File: config.mk
export PLATFORM = sky130hd
export DESIGN_NAME = stc_ctrl
export DESIGN_NICKNAME = d
export VERILOG_FILES = /design/src/stc_pkg.sv /design/src/stc_cold_timer.sv /design/src/stc_ctrl.sv
export SDC_FILE = /design/constraint.sdc
export NUM_CORES = 1
export LEC_CHECK = 0
export ABC_AREA = 1
export BUFFER_PORTS_ARGS = -buffer_cell sky130_fd_sc_hd__buf_2
export CORE_MARGIN = 2
export CORE_UTILIZATION = 49
export DETAILED_ROUTE_END_ITERATION = 8
export PLACE_DENSITY = 0.7
export REMOVE_ABC_BUFFERS = 1
export SYNTH_ARGS = -nofsm -noshare
export SYNTH_HDL_FRONTEND = slang
export SYNTH_SLANG_ARGS = --single-unit
File: constraint.sdc
create_clock -name ref_clk -period 2.2 [get_ports ref_clk]
set_input_delay 0.33 -clock ref_clk [delete_from_list [all_inputs] [get_ports ref_clk]]
set_output_delay 0.33 -clock ref_clk [all_outputs]
set_load 0.01 [all_outputs]
File: src/stc_pkg.sv
// Package for the sampler thermal fan and pump controller.
// Assumes temperatures arrive as signed readings in tenths of a degree C.
package stc_pkg;
  localparam int          TEMP_W        = 12;
  localparam logic [11:0] FAN_DELTA     = 12'h014;  // 2.0 C
  localparam logic [11:0] PFAN_START    = 12'h096;  // 15.0 C
  localparam logic [11:0] PFAN_STOP     = 12'h064;  // 10.0 C
  localparam logic [11:0] COLD_LIMIT    = 12'h064;  // 10.0 C
  localparam int          CLK_HZ        = 100_000_000;
  localparam int          COLD_TIME_S   = 30;
  localparam longint      COLD_CYCLES   = longint'(COLD_TIME_S) * longint'(CLK_HZ);

  typedef enum logic [1:0] {STC_AUTO, STC_ON, STC_OFF} stc_mode_t;

  typedef struct packed {
    logic             valid;
    logic signed [11:0] filt;
    logic signed [11:0] amb;
  } stc_reading_t;

  typedef struct packed {
    logic filt_fan;
    logic pump_fan;
    logic pump;
    logic vent_valve;
  } stc_cmd_t;
endpackage

File: src/stc_cold_timer.sv
// Low-ambient timer: counts cycles while cold, restarts when cold lapses.
// Assumes cold/arm come from logic on the same clock.
`timescale 1ns/1ps
`default_nettype none
module stc_cold_timer #(
  parameter longint LIMIT = stc_pkg::COLD_CYCLES
) (
  // Clock and control
  input  wire logic ref_clk,
  input  wire logic rst_n,
  input  wire logic ce,
  // Condition
  input  wire logic cold,
  input  wire logic arm,
  // Result
  output logic      expired
);
  initial if (LIMIT < 1) $error("LIMIT must be at least 1");
  logic [39:0] cnt;
  logic [39:0] next_cnt;
  always_comb begin
    next_cnt = cnt;
    if (!cold || !arm) next_cnt = '0;
    else if (cnt < 40'(LIMIT)) next_cnt = cnt + 40'h1;
  end
  always_ff @(posedge ref_clk or negedge rst_n) begin
    if (!rst_n) cnt <= '0;
    else if (ce) cnt <= next_cnt;
  end
  assign expired = (cnt >= 40'(LIMIT));
endmodule
`default_nettype wire

File: src/stc_ctrl.sv
// Thermal fan and pump controller top level.
// Assumes readings and controls are synchronous to ref_clk; sampling is a pin.
`timescale 1ns/1ps
`default_nettype none
module stc_ctrl #(
  parameter longint COLD_CYCLES = stc_pkg::COLD_CYCLES
) (
  // Clock, reset, enable
  input  wire logic                  ref_clk,
  input  wire logic                  rstn,
  input  wire logic                  ce,
  // Configuration and state
  input  wire stc_pkg::stc_mode_t    fan_mode,
  input  wire logic                  fan_mode_load,
  input  wire logic                  sampling_pin,
  // Sensor readings
  input  wire stc_pkg::stc_reading_t rd,
  // Actuator commands and current fan mode
  output var stc_pkg::stc_cmd_t      cmd,
  output var stc_pkg::stc_mode_t     mode_now
);
  initial if (COLD_CYCLES < 1) $error("COLD_CYCLES must be at least 1");

  logic rst_s1, rst_n;
  always_ff @(posedge ref_clk or negedge rstn) begin
    if (!rstn) begin
      rst_s1 <= 1'b0;
      rst_n  <= 1'b0;
    end else begin
      rst_s1 <= 1'b1;
      rst_n  <= rst_s1;
    end
  end

  logic samp_s1, sampling;
  always_ff @(posedge ref_clk or negedge rst_n) begin
    if (!rst_n) begin
      samp_s1  <= 1'b0;
      sampling <= 1'b0;
    end else if (ce) begin
      samp_s1  <= sampling_pin;
      sampling <= samp_s1;
    end
  end

  typedef enum logic [1:0] {ST_POWERUP, ST_IDLE, ST_COLD} stc_pst_t;
  stc_pst_t  pst, next_pst;
  stc_pkg::stc_mode_t next_mode;
  stc_pkg::stc_cmd_t  next_cmd;
  logic signed [12:0] amb_x, filt_x;
  logic cold, warm, expired;
  // Cold level held between readings so the timer is not restarted by gaps
  logic cmd_cold_hold, next_cold_hold;

  assign amb_x  = 13'(rd.amb);
  assign filt_x = 13'(rd.filt);
  assign cold   = rd.valid && (rd.amb < $signed(stc_pkg::COLD_LIMIT));
  assign warm   = rd.valid && (rd.amb > $signed(stc_pkg::COLD_LIMIT));

  stc_cold_timer #(.LIMIT(COLD_CYCLES)) u_timer (
    .ref_clk (ref_clk),
    .rst_n   (rst_n),
    .ce      (ce),
    .cold    (cold || (!rd.valid && pst == ST_IDLE && !warm && cmd_cold_hold)),
    .arm     (pst == ST_IDLE && !sampling),
    .expired (expired)
  );

  always_comb begin
    next_mode      = mode_now;
    next_pst       = pst;
    next_cmd       = cmd;
    next_cold_hold = cmd_cold_hold;
    if (rd.valid) next_cold_hold = cold;
    if (fan_mode_load && fan_mode != 2'h3) next_mode = fan_mode;
    unique case (mode_now)
      stc_pkg::STC_ON:  next_cmd.filt_fan = 1'b1;
      stc_pkg::STC_OFF: next_cmd.filt_fan = 1'b0;
      default: begin
        if (rd.valid && filt_x > amb_x + $signed(13'(stc_pkg::FAN_DELTA)))
          next_cmd.filt_fan = 1'b1;
        else if (rd.valid && filt_x < amb_x)
          next_cmd.filt_fan = 1'b0;
      end
    endcase
    unique case (pst)
      ST_POWERUP: if (rd.valid && !cold) next_pst = ST_IDLE;
      ST_IDLE:    if (expired && !sampling) next_pst = ST_COLD;
      ST_COLD:    if (warm) next_pst = ST_IDLE;
      default:    next_pst = ST_IDLE;
    endcase
    next_cmd.pump = sampling || next_pst != ST_IDLE;
    next_cmd.vent_valve = !sampling && next_pst != ST_IDLE;
    if (!next_cmd.pump) next_cmd.pump_fan = 1'b0;
    else if (rd.valid && rd.filt > $signed(stc_pkg::PFAN_START))
      next_cmd.pump_fan = 1'b1;
    else if (rd.valid && rd.filt < $signed(stc_pkg::PFAN_STOP))
      next_cmd.pump_fan = 1'b0;
  end

  always_ff @(posedge ref_clk or negedge rst_n) begin
    if (!rst_n) begin
      mode_now      <= stc_pkg::STC_AUTO;
      pst           <= ST_POWERUP;
      cmd           <= 4'h3;  // pump on, fans off, vent on
      cmd_cold_hold <= 1'b0;
    end else if (ce) begin
      mode_now      <= next_mode;
      pst           <= next_pst;
      cmd           <= next_cmd;
      cmd_cold_hold <= next_cold_hold;
    end
  end

  a_pfan_gate: assert property (@(posedge ref_clk) disable iff (!rst_n)
    cmd.pump_fan |-> cmd.pump) else $error("pump fan without pump");
  a_pump_samp: assert property (@(posedge ref_clk) disable iff (!rst_n)
    ce && sampling |=> cmd.pump) else $error("pump off while sampling");
  a_fan_forced: assert property (@(posedge ref_clk) disable iff (!rst_n)
    ce && mode_now == stc_pkg::STC_ON |=> cmd.filt_fan) else $error("fan not on");
  a_fan_off: assert property (@(posedge ref_clk) disable iff (!rst_n)
    ce && mode_now == stc_pkg::STC_OFF |=> !cmd.filt_fan) else $error("fan not off");
  a_auto_on: assert property (@(posedge ref_clk) disable iff (!rst_n)
    ce && mode_now == stc_pkg::STC_AUTO && rd.valid && filt_x > amb_x + 13'sd20
    |=> cmd.filt_fan) else $error("auto fan missed on");
  a_auto_offf: assert property (@(posedge ref_clk) disable iff (!rst_n)
    ce && mode_now == stc_pkg::STC_AUTO && rd.valid && filt_x < amb_x
    |=> !cmd.filt_fan) else $error("auto fan missed off");
  a_pfan_stop: assert property (@(posedge ref_clk) disable iff (!rst_n)
    ce && rd.valid && rd.filt < 12'sd100 |=> !cmd.pump_fan) else $error("pfan stop");
  a_vent_cold: assert property (@(posedge ref_clk) disable iff (!rst_n)
    cmd.vent_valve |-> cmd.pump) else $error("vent without pump");
  c_cold_start: cover property (@(posedge ref_clk) pst == ST_IDLE ##1 pst == ST_COLD);
  c_pfan_on:    cover property (@(posedge ref_clk) !cmd.pump_fan ##1 cmd.pump_fan);
  c_auto_fan:   cover property (@(posedge ref_clk) !cmd.filt_fan ##1 cmd.filt_fan);
  c_samp_pump:  cover property (@(posedge ref_clk) !sampling ##1 sampling);
endmodule
`default_nettype wire

Yosys cells after proc, flatten, opt, wreduce, memory -nomap -nowiden
Cells that the tools add are included.
{"block": "classes", "muxes": 12, "n_addsub": 2, "n_reduce_logical": 31, "eq_ne": 7, "n_lt_le_gt_ge": 8}
{"operator": "40-bit two-way mux", "n": 2}
{"operator": "40-bit by 1-bit adder with 40-bit output, second input constant", "n": 1}
{"operator": "40-bit by 32-bit >= comparator with 1-bit output, second input constant", "n": 1}
{"operator": "40-bit by 32-bit less-than comparator with 1-bit output, second input constant", "n": 1}
{"operator": "12-bit by 8-bit less-than comparator with 1-bit output, second input constant", "n": 2}
{"operator": "1-bit logical AND", "n": 14}
{"operator": "12-bit by 6-bit adder with 13-bit output, second input constant", "n": 1}
{"operator": "12-bit by 13-bit greater-than comparator with 1-bit output", "n": 1}
{"operator": "12-bit by 8-bit greater-than comparator with 1-bit output, second input constant", "n": 1}
{"operator": "12-bit by 9-bit greater-than comparator with 1-bit output, second input constant", "n": 1}
{"operator": "12-bit less-than comparator", "n": 1}
{"operator": "2-bit AND reduction", "n": 5}
{"operator": "1-bit zero test", "n": 6}
{"operator": "2-bit two-way mux", "n": 3}
{"operator": "2-bit one-hot mux with 3 select lines", "n": 1}
{"operator": "1-bit two-way mux", "n": 5}
{"operator": "2-bit by 1-bit equality test with 1-bit output, second input constant", "n": 2}
{"operator": "2-bit equality test, second input constant", "n": 2}
{"operator": "4-bit nonzero test", "n": 1}
{"operator": "1-bit logical OR", "n": 3}
{"operator": "3-bit by 1-bit inequality test with 1-bit output, second input constant", "n": 1}
{"operator": "2-bit zero test", "n": 1}
{"operator": "2-bit by 1-bit inequality test with 1-bit output, second input constant", "n": 1}
{"operator": "2-bit inequality test, second input constant", "n": 1}
{"operator": "2 further kinds", "n": 2}
{"block": "word_totals", "word_cells": 72, "in_bits": 32, "output_inout_bits": 6, "ff_bits": 53}

Depth between registers and ports, before layout
Gate-level depths: netlist of run 1.
{"block": "depth", "ltp_word": 10, "mapped_depth": 20, "mapped_depth_nobuf": 20}

Modules after synthesis
From an unflattened synthesis of run 1, not the netlist that was laid out.
{"block": "hier_totals", "hier_cells": 694, "area_unflattened_um2": 4428.0}
{"module": "stc_cold_timer", "instances": 1, "seq_area_each_um2": 1001.0, "cells_per_inst": 445, "area_each_um2": 2776.4}
{"module": "stc_ctrl", "instances": 1, "seq_area_each_um2": 327.8, "cells_per_inst": 249, "area_each_um2": 1651.6}

Least setup slack after synthesis of run 1
Ideal clock, no wire load.
{"block": "synth_timing", "path_kind": "input-to-reg", "start": "input port rd[2] in the netlist's numbering", "end": "register cmd[3] in the netlist's numbering", "required_time_ns": 2.079, "setup_ns": 0.121, "n_path_buf": 0, "arrival_ns": 2.176, "cell_stages": 19, "slack_ns": -0.097, "path_cell_list": "ha_1 o21ai_0 nor3_1 nand3_1 xor2_1 ha_1 nand2_1 nor2_1 inv_1 nor2_1 nand2_1 nand2_1 nand2_1 nand2_1 nand2_1 nand3_1 nand2_1 nand2_1 nand2_1"}
{"block": "synth_between", "elab_chain_cells": 5, "elab_cells_between_ends": 9, "cone_classes": "add/sub: 1; order compare: 2; mux: 2; reduce/logical: 4"}
{"item": "from (decl)", "line": "stc_ctrl.sv:17", "source": "input wire stc_pkg::stc_reading_t rd,"}
{"item": "12-bit by 6-bit adder with 13-bit output", "line": "stc_ctrl.sv:80", "source": "if (rd.valid && filt_x > amb_x + $signed(13'(stc_pkg::FAN_DELTA)))"}
{"item": "12-bit by 13-bit greater-than comparator with 1-bit output", "line": "stc_ctrl.sv:80"}
{"item": "1-bit logical AND", "line": "stc_ctrl.sv:80"}
{"item": "1-bit two-way mux or 4-bit nonzero test (tied branches)"}
{"item": "1-bit one-hot mux with 2 select lines or 2-bit AND reduction (tied branches)"}
{"item": "to (signal assigned)", "line": "stc_ctrl.sv:110", "source": "cmd <= next_cmd;"}
{"item": "to (decl)", "line": "stc_ctrl.sv:19", "source": "output var stc_pkg::stc_cmd_t cmd,"}
Parallel ways exist; a longest one is shown, timed or not.
A chain may end at the register's enable or synchronous reset.

Worst setup path after layout of run 1
{"block": "layout_timing", "start": "input port rd[3] in the netlist's numbering", "end": "register cmd[3] in the netlist's numbering"}
Same word-level chain as after synthesis.

==> results of run 1 <==
## Yosys cell counts (3+ instances only)
cell type and instances:
a21oi_1 15, buf_2 8, buf_6 3, clkbuf_1 4, dfrtp_1 51, ha_1 29, inv_1 69, inv_2 4
nand2_1 180, nand2_2 3, nand3_1 57, nand4_1 13, nor2_1 94, nor3_1 26, o21ai_0 12, xnor2_1 6
xor2_1 29
## sequential cells by signal (all words and copies together), names as in the netlist
signal / count
pst: 2
u_timer.cnt: 40
rst_n: 1
cmd_cold_hold: 1
cmd: 4
mode_now: 2
sampling: 1
rst_s1: 1
samp_s1: 1
## power by group through the flow
stage          sequential, mW  clock [mW]  combinational, mW
6_report                 1.06       0.601              0.526
5_1_grt                  1.07       0.658              0.592
4_1_cts                  1.06       0.620              0.507
3_5_place_dp             1.08           0              0.502
3_3_place_gp             1.08           0              0.486
2_1_floorplan            1.09           0              0.269
## area by class of cell
cell class                 count  area share
clock buffer                   5      0.0144
clock inverter                 3     0.00601
inverter                      73      0.0572
multi-input combinational    481       0.527
sequential                    53       0.278
tap                          105      0.0274
timing repair buffer          63      0.0899
## routing by layer
layer / share of wire / vias up / track usage
met5: 0 / - / 0
met4: 0.017 / 0 / 0.0452
met3: 0.030 / 17 / 0.0329
met2: 0.45 / 71 / 0.381
met1: 0.50 / 1851 / 0.330
li1: - / 2077 / -
## cells by family after synthesis
group,after synthesis
flip-flops,53
XOR/XNOR,35
AO/OA/AOI/OAI,35
buffers and inverters,90
other,1
AND/OR/NAND/NOR,381
adder cells (fa/ha/maj),29
## critical path, cell delays in order
cell	delay [ns]
buf_8	0.08
ha_4	0.14
o21ai_4	0.08
nor3_4	0.22
nand3_2	0.12
o21ai_0	0.20
ha_1	0.29
nand2_1	0.11
inv_1	0.05
nand2_1	0.05
nand2_1	0.05
a21oi_1	0.15
nand3_1	0.10
nand2_1	0.07
nand2_1	0.06
nand3_1	0.07
nand2_1	0.05
nand2_1	0.06
nand2_1	0.04
## worst paths after layout
kind	start	to	slack (ns)
setup / recovery	rd[3]	cmd[3]	0.08
hold / removal	sampling_pin	samp_s1	0.21
setup reg to reg	u_timer.cnt[13]	u_timer.cnt[30]	0.19
hold reg to reg	rst_n	u_timer.cnt[38]	0.28
max in group asynchronous	rst_n	cmd[1]	1.31
min in group asynchronous	rst_n	u_timer.cnt[38]	0.28
## repair_timing
| action | 4_1_cts | 5_1_grt |
|---|---|---|
| buffers inserted | 0 | 3 |
| endpoints found under the setup margin | 1 | 1 |
| gates cloned | 0 | 0 |
| hold buffers | 1 | 0 |
| hold endpoints to repair | 2 | 0 |
| pin swaps | 0 | 15 |
| resized for setup | 3 | 17 |
## cell usage in the layout, fill, tap and decap left out, types with 2 or more instances in the layout
cell      netlist  routed
nand2_1       180     180
nor2_1         94      90
inv_1          69      69
nand3_1        57      56
dfrtp_1        51      50
buf_2           8      34
xor2_1         29      29
ha_1           29      28
nor3_1         26      25
buf_4           0      24
a21oi_1        15      14
nand4_1        13      13
o21ai_0        12      11
xnor2_1         6       6
nor2_2          1       5
clkbuf_8        0       5
inv_2           4       4
nand2_2         3       3
nand3_2         1       2
or2_2           2       2
dfstp_2         2       2
buf_8           0       2
buf_12          0       2
==> results.tsv, run 1 <==
metric	value	unit
place_area	0.00458	mm²
place_ws	-0.460	ns
die_w	96.3	µm
seq_area	0.00133	mm²
start_util	0.508	
ff2ff_path_depth	9	
tritoncts	yes	
drt_wl_total	10000	µm
clk_path_buf_depth	2	
io_pins	38	
drive_above_1_share	0.139	
synth_top_cell_area_share	0.306	
fp.dieH	96.3	µm
design.core.area	0.00822	mm²
gp_congestion	0.974	
power.share.clock	0.274	
yosys_register_bits	53	
synth_top_family_by_area	simple AND/OR/NAND/NOR gates	
swShare	0.331	
drv_slew	0	
grt_usage	0.233	
comb_power_share	0.240	
n_antenna_cell	0	
instances_no_fill	783	
switchingPower	0.726	mW
critPathMaxFanout	3	
grt_pass1_wl	17300	µm
hold_viol	0	
synth_area_per_cell	6.68	µm²
multiInputGateArea	0.00252	mm²
hold_class	in2reg	
first_pass_iters	4	
ys_async_sr_fraction	1.00	
yosysWarnings	0	
worst_slack	0.0807	ns
setup-tns-final	0	ns
antenna_found_initial	0	
row_count	33	
cts_made_buffers	5	
portBuffers	37	
ys_types	35	
synth-edff-count	0	
synth_area	0.00417	mm²
viasPerCell	5.13	
synth_xor_area_frac	0.0735	
pwr_density_cell	458	mW/mm²
drv_cap	0	
fin_crit_sh	0.963	
dieArea	0.00927	mm²
syn2layout_area_growth	14.8	%
root_buffer	clkbuf_8	
worstMarginPinSlew	0.592	ns
power_leakage	2.37	nW
p_seq_frac	0.486	
synthCells	624	
p_int	1.47	mW
clock_skew	0.00760	ns
synthAdderAreaFrac	0.0870	
grt_max_degree	39	
synth-main-ff-cell	dfrtp_1	
max_freq	472	MHz
drtIter0Drc	228	
num_vias	4016	
relSlewSlack	0.606	
layout.nets	738	
hpwl	7760	µm
htree_num_levels	2	
criticalPathCategory	in2reg	
whs_path_depth	3	
p_total	2.19	mW
synthSimpleGateAreaFrac	0.384	
gr-total-overflow	0	
utilization	0.583	
ir_worst_vdd	0.000417	V
synth-compound-area-share	0.0474	
crit_path_end_kind	flop	
nFillCells	781	
synthMuxAreaShare	0	
postLayoutCellArea	0.00479	mm²
critPathRequiredTime	2.41	ns
synthTopCellsByArea	dfrtp_1 31%, nand2_1 16%, ha_1 8.7%, nor2_1 8.5%, nand3_1 6.8%	
synth_top_area_cell	dfrtp_1	
start_kind	primary input	
status	finished clean	
cp.arrival	2.33	ns
cts.clk_slew.worst_paths	0.11	ns
clk_latency	0.31	ns
drt-wirelength-per-cell	12.8	µm
finalSetupViolCount	0	
grt_pass1_vias	3800	
drc	0	
clkSinkCount	53	
fin_crit	2.12	ns
yosysSeqAreaShare	0.319	
whs	0.208	ns
dp_cells	771	
antenna_left	0	
rsz0062_at_grt	yes	
Note: power is estimated with default switching activity, not from simulation.
==> inputs of run 2 (changes only) <==
Settings changed: SYNTH_HIERARCHICAL from default to 1.
==> run 2 against run 1 <==
  * Register-to-register slack gained 0.13 ns
  * First-iteration DRC count shrank 12%
  * Hold slack gained 0.017 ns
  * Sequential share of layout area shrank 1.4 points
  * Synthesized cell count grew 11%
  * Clock skew shrank 0.0018 ns
  * Utilization shrank 0.68 points
  * Clock power grew 0.7%
  * Power grew 0.56%
==> results.tsv, run 2 <==
metric	value	unit	change
yosysSeqAreaShare	0.300		was 0.319
drv_slew	0		unchanged
dp_cells	848		was 771
power_leakage	2.51	nW	was 2.37 nW
criticalPathCategory	in2reg		unchanged
htree_num_levels	2		unchanged
crit_path_end_kind	flop		unchanged
ys_types	39		was 35
clk_latency	0.31	ns	about the same
antenna_found_initial	0		unchanged
hold_class	in2reg		unchanged
viasPerCell	5.12		was 5.13
synthTopCellsByArea	dfrtp_1 29%, nand2_1 20%, nor2_1 9.5%, ha_1 8.2%, nand3_1 6.9%		was dfrtp_1 31%, nand2_1 16%, ha_1 8.7%, nor2_1 8.5%, nand3_1 6.8%
fin_crit_sh	0.961		was 0.963
pwr_density_cell	437	mW/mm²	was 458 mW/mm²
critPathRequiredTime	2.41	ns	about the same
n_antenna_cell	0		unchanged
relSlewSlack	0.486		was 0.606
hpwl	8410	µm	was 7760 µm
place_ws	-0.394	ns	was -0.460 ns
finalSetupViolCount	0		unchanged
cp.arrival	2.32	ns	was 2.33 ns
synth_top_area_cell	dfrtp_1		unchanged
whs	0.225	ns	was 0.208 ns
rsz0062_at_grt	yes		unchanged
multiInputGateArea	0.00274	mm²	was 0.00252 mm²
ys_async_sr_fraction	1.00		unchanged
critPathMaxFanout	2		was 3
largest_reg_flops	40		unchanged
first_pass_iters	4		unchanged
start_util	0.505		was 0.508
largest-register	u_timer/cnt		was u_timer.cnt
final_common_cell	nand2_1		unchanged
syn2layout_area_growth	14.0	%	was 14.8%
gr-total-overflow	0		unchanged
start_kind	primary input		unchanged
antenna_left	0		unchanged
worstMarginPinSlew	0.771	ns	was 0.592 ns
status	finished clean		unchanged
max_freq	473	MHz	was 472 MHz
portBuffers	37		unchanged
drv_cap	0		unchanged
synthCells	694		was 624
cts_made_buffers	5		unchanged
layout.nets	812		was 738
synth_top_cell_area_share	0.288		was 0.306
num_vias	4405		was 4,016
reg_top3	u_timer/cnt x40, cmd x4		was u_timer.cnt x40, cmd x4
synth-main-ff-cell	dfrtp_1		unchanged
nFillCells	866		was 781
yosysWarnings	6		was 0
yosysMostFrequentCell	nand2_1		unchanged
drive_above_1_share	0.154		was 0.139
fin_crit	2.11	ns	was 2.12 ns
die_w	99.1	µm	was 96.3 µm
clk_path_buf_depth	2		unchanged
drc	0		unchanged
clkSinkCount	53		unchanged
dieArea	0.00981	mm²	was 0.00927 mm²
grt_max_degree	36		was 39
grt_pass1_vias	4189		was 3,800
drtIter0Drc	200		was 228
layout_common_cells	234 x nand2_1, 111 x nor2_1, 76 x inv_1		was 180 x nand2_1, 90 x nor2_1, 69 x inv_1
root_buffer	clkbuf_8		unchanged
fp.dieH	99.1	µm	was 96.3 µm
cts.clk_slew.worst_paths	0.10	ns	was 0.11 ns
grt_usage	0.231		was 0.233
tritoncts	yes		unchanged
gp_congestion	0.917		was 0.974
row_count	34		was 33
drt-wirelength-per-cell	12.6	µm	was 12.8 µm
hold_viol	0		unchanged
drt_wl_total	10800	µm	was 10,000 µm
synth_top_cells_by_count	235 x nand2_1, 112 x nor2_1, 78 x inv_1		was 180 x nand2_1, 94 x nor2_1, 69 x inv_1
yosys_register_bits	53		unchanged
synth-edff-count	0		unchanged
worst_slack	0.0852	ns	was 0.0807 ns
seq_area	0.00133	mm²	unchanged
io_pins	38		unchanged
synth_area	0.00443	mm²	was 0.00417 mm²
instances_no_fill	860		was 783
design.core.area	0.00876	mm²	was 0.00822 mm²
synth_area_per_cell	6.38	µm²	was 6.68 µm²
grt_pass1_wl	18800	µm	was 17,300 µm
ir_worst_vdd	0.000462	V	was 0.000417 V
clock_skew	0.00575	ns	was 0.00760 ns
## run 2: per-layer routing
layer | track usage | wire, µm
met1 | 0.323 | 5220
met2 | 0.388 | 5060
met3 | 0.0291 | 470
met4 | 0.0443 | 70
met5 | 0 | 0
## run 2: cell type report
class | instances | share of cell area
Clock inverter | 2 | 0.00347
Sequential cell | 53 | 0.264
Timing Repair Buffer | 65 | 0.0860
Clock buffer | 6 | 0.0164
Tap cell | 108 | 0.0268
Multi-Input combinational cell | 545 | 0.544
Inverter | 81 | 0.0602
## run 2: path summary, 6_finish.rpt
| kind | from | endpoint | slack (ns) | depth (start not counted) |
|---|---|---|---|---|
| setup reg to reg | u_timer/cnt[0] | u_timer/cnt[22] | 0.32 | 11 |
| hold reg to reg | rst_n | samp_s1 | 0.35 | 0 |
| setup / recovery | rd[2] | cmd[3] | 0.09 | 20 |
| max in group asynchronous | rst_n | u_timer/cnt[8] | 1.17 | 1 |
| min in group asynchronous | rstn | rst_n | 0.31 | 2 |
| hold / removal | sampling_pin | samp_s1 | 0.22 | 3 |
## run 2: what timing repair did
action                                 4_1_cts  5_1_grt
endpoints found under the hold margin        2        0
setup endpoints to repair                    1        1
pin swaps                                   15       14
buffers inserted                             1        2
hold buffers                                 1        0
resized for setup                           12        6
## run 2: where the power goes
group	total [mW]	internal [mW]	leakage, nW	switching, mW
combinational	0.537	0.211	1.75	0.326
sequential	1.06	1.02	0.712	0.0399
clock	0.605	0.262	0.0518	0.343
total	2.20	1.49	2.51	0.709
## run 2: critical path, cell delays in order
cell and delay (ns):
buf_6 0.07, ha_2 0.18, o21ai_2 0.07, nor3_2 0.15
nand3_1 0.14, xor2_1 0.17, ha_1 0.29, nand2_1 0.09
nor2_4 0.13, inv_2 0.04, nor2_2 0.10, nand2_1 0.08
nand2_1 0.06, nand2_1 0.05, nand2_1 0.07, nand2_1 0.06
nand3_2 0.07, nand2_1 0.05, nand2_1 0.08, nand2_1 0.05
## run 2: through the flow
stage	cell area, µm²	util	power [mW]	setup TNS (ns)
floorplan	4340	-	1.38	-10.05
global placement	4850	0.553	1.58	-0.285
detailed placement	4850	0.553	1.60	-0.394
CTS	5010	0.572	2.22	0
global route	5050	0.576	2.34	-0.126
finish	5050	0.576	2.20	0
## run 2: logic make-up after synthesis
kind of cell,share of synthesized area
other,0.000847
adders and majority gates,0.0819
buffers and inverters,0.0896
AOI/OAI and AO/OA,0.0574
DFF,0.300
and+or+nand+nor,0.435
xor gates and xnor gates,0.0356
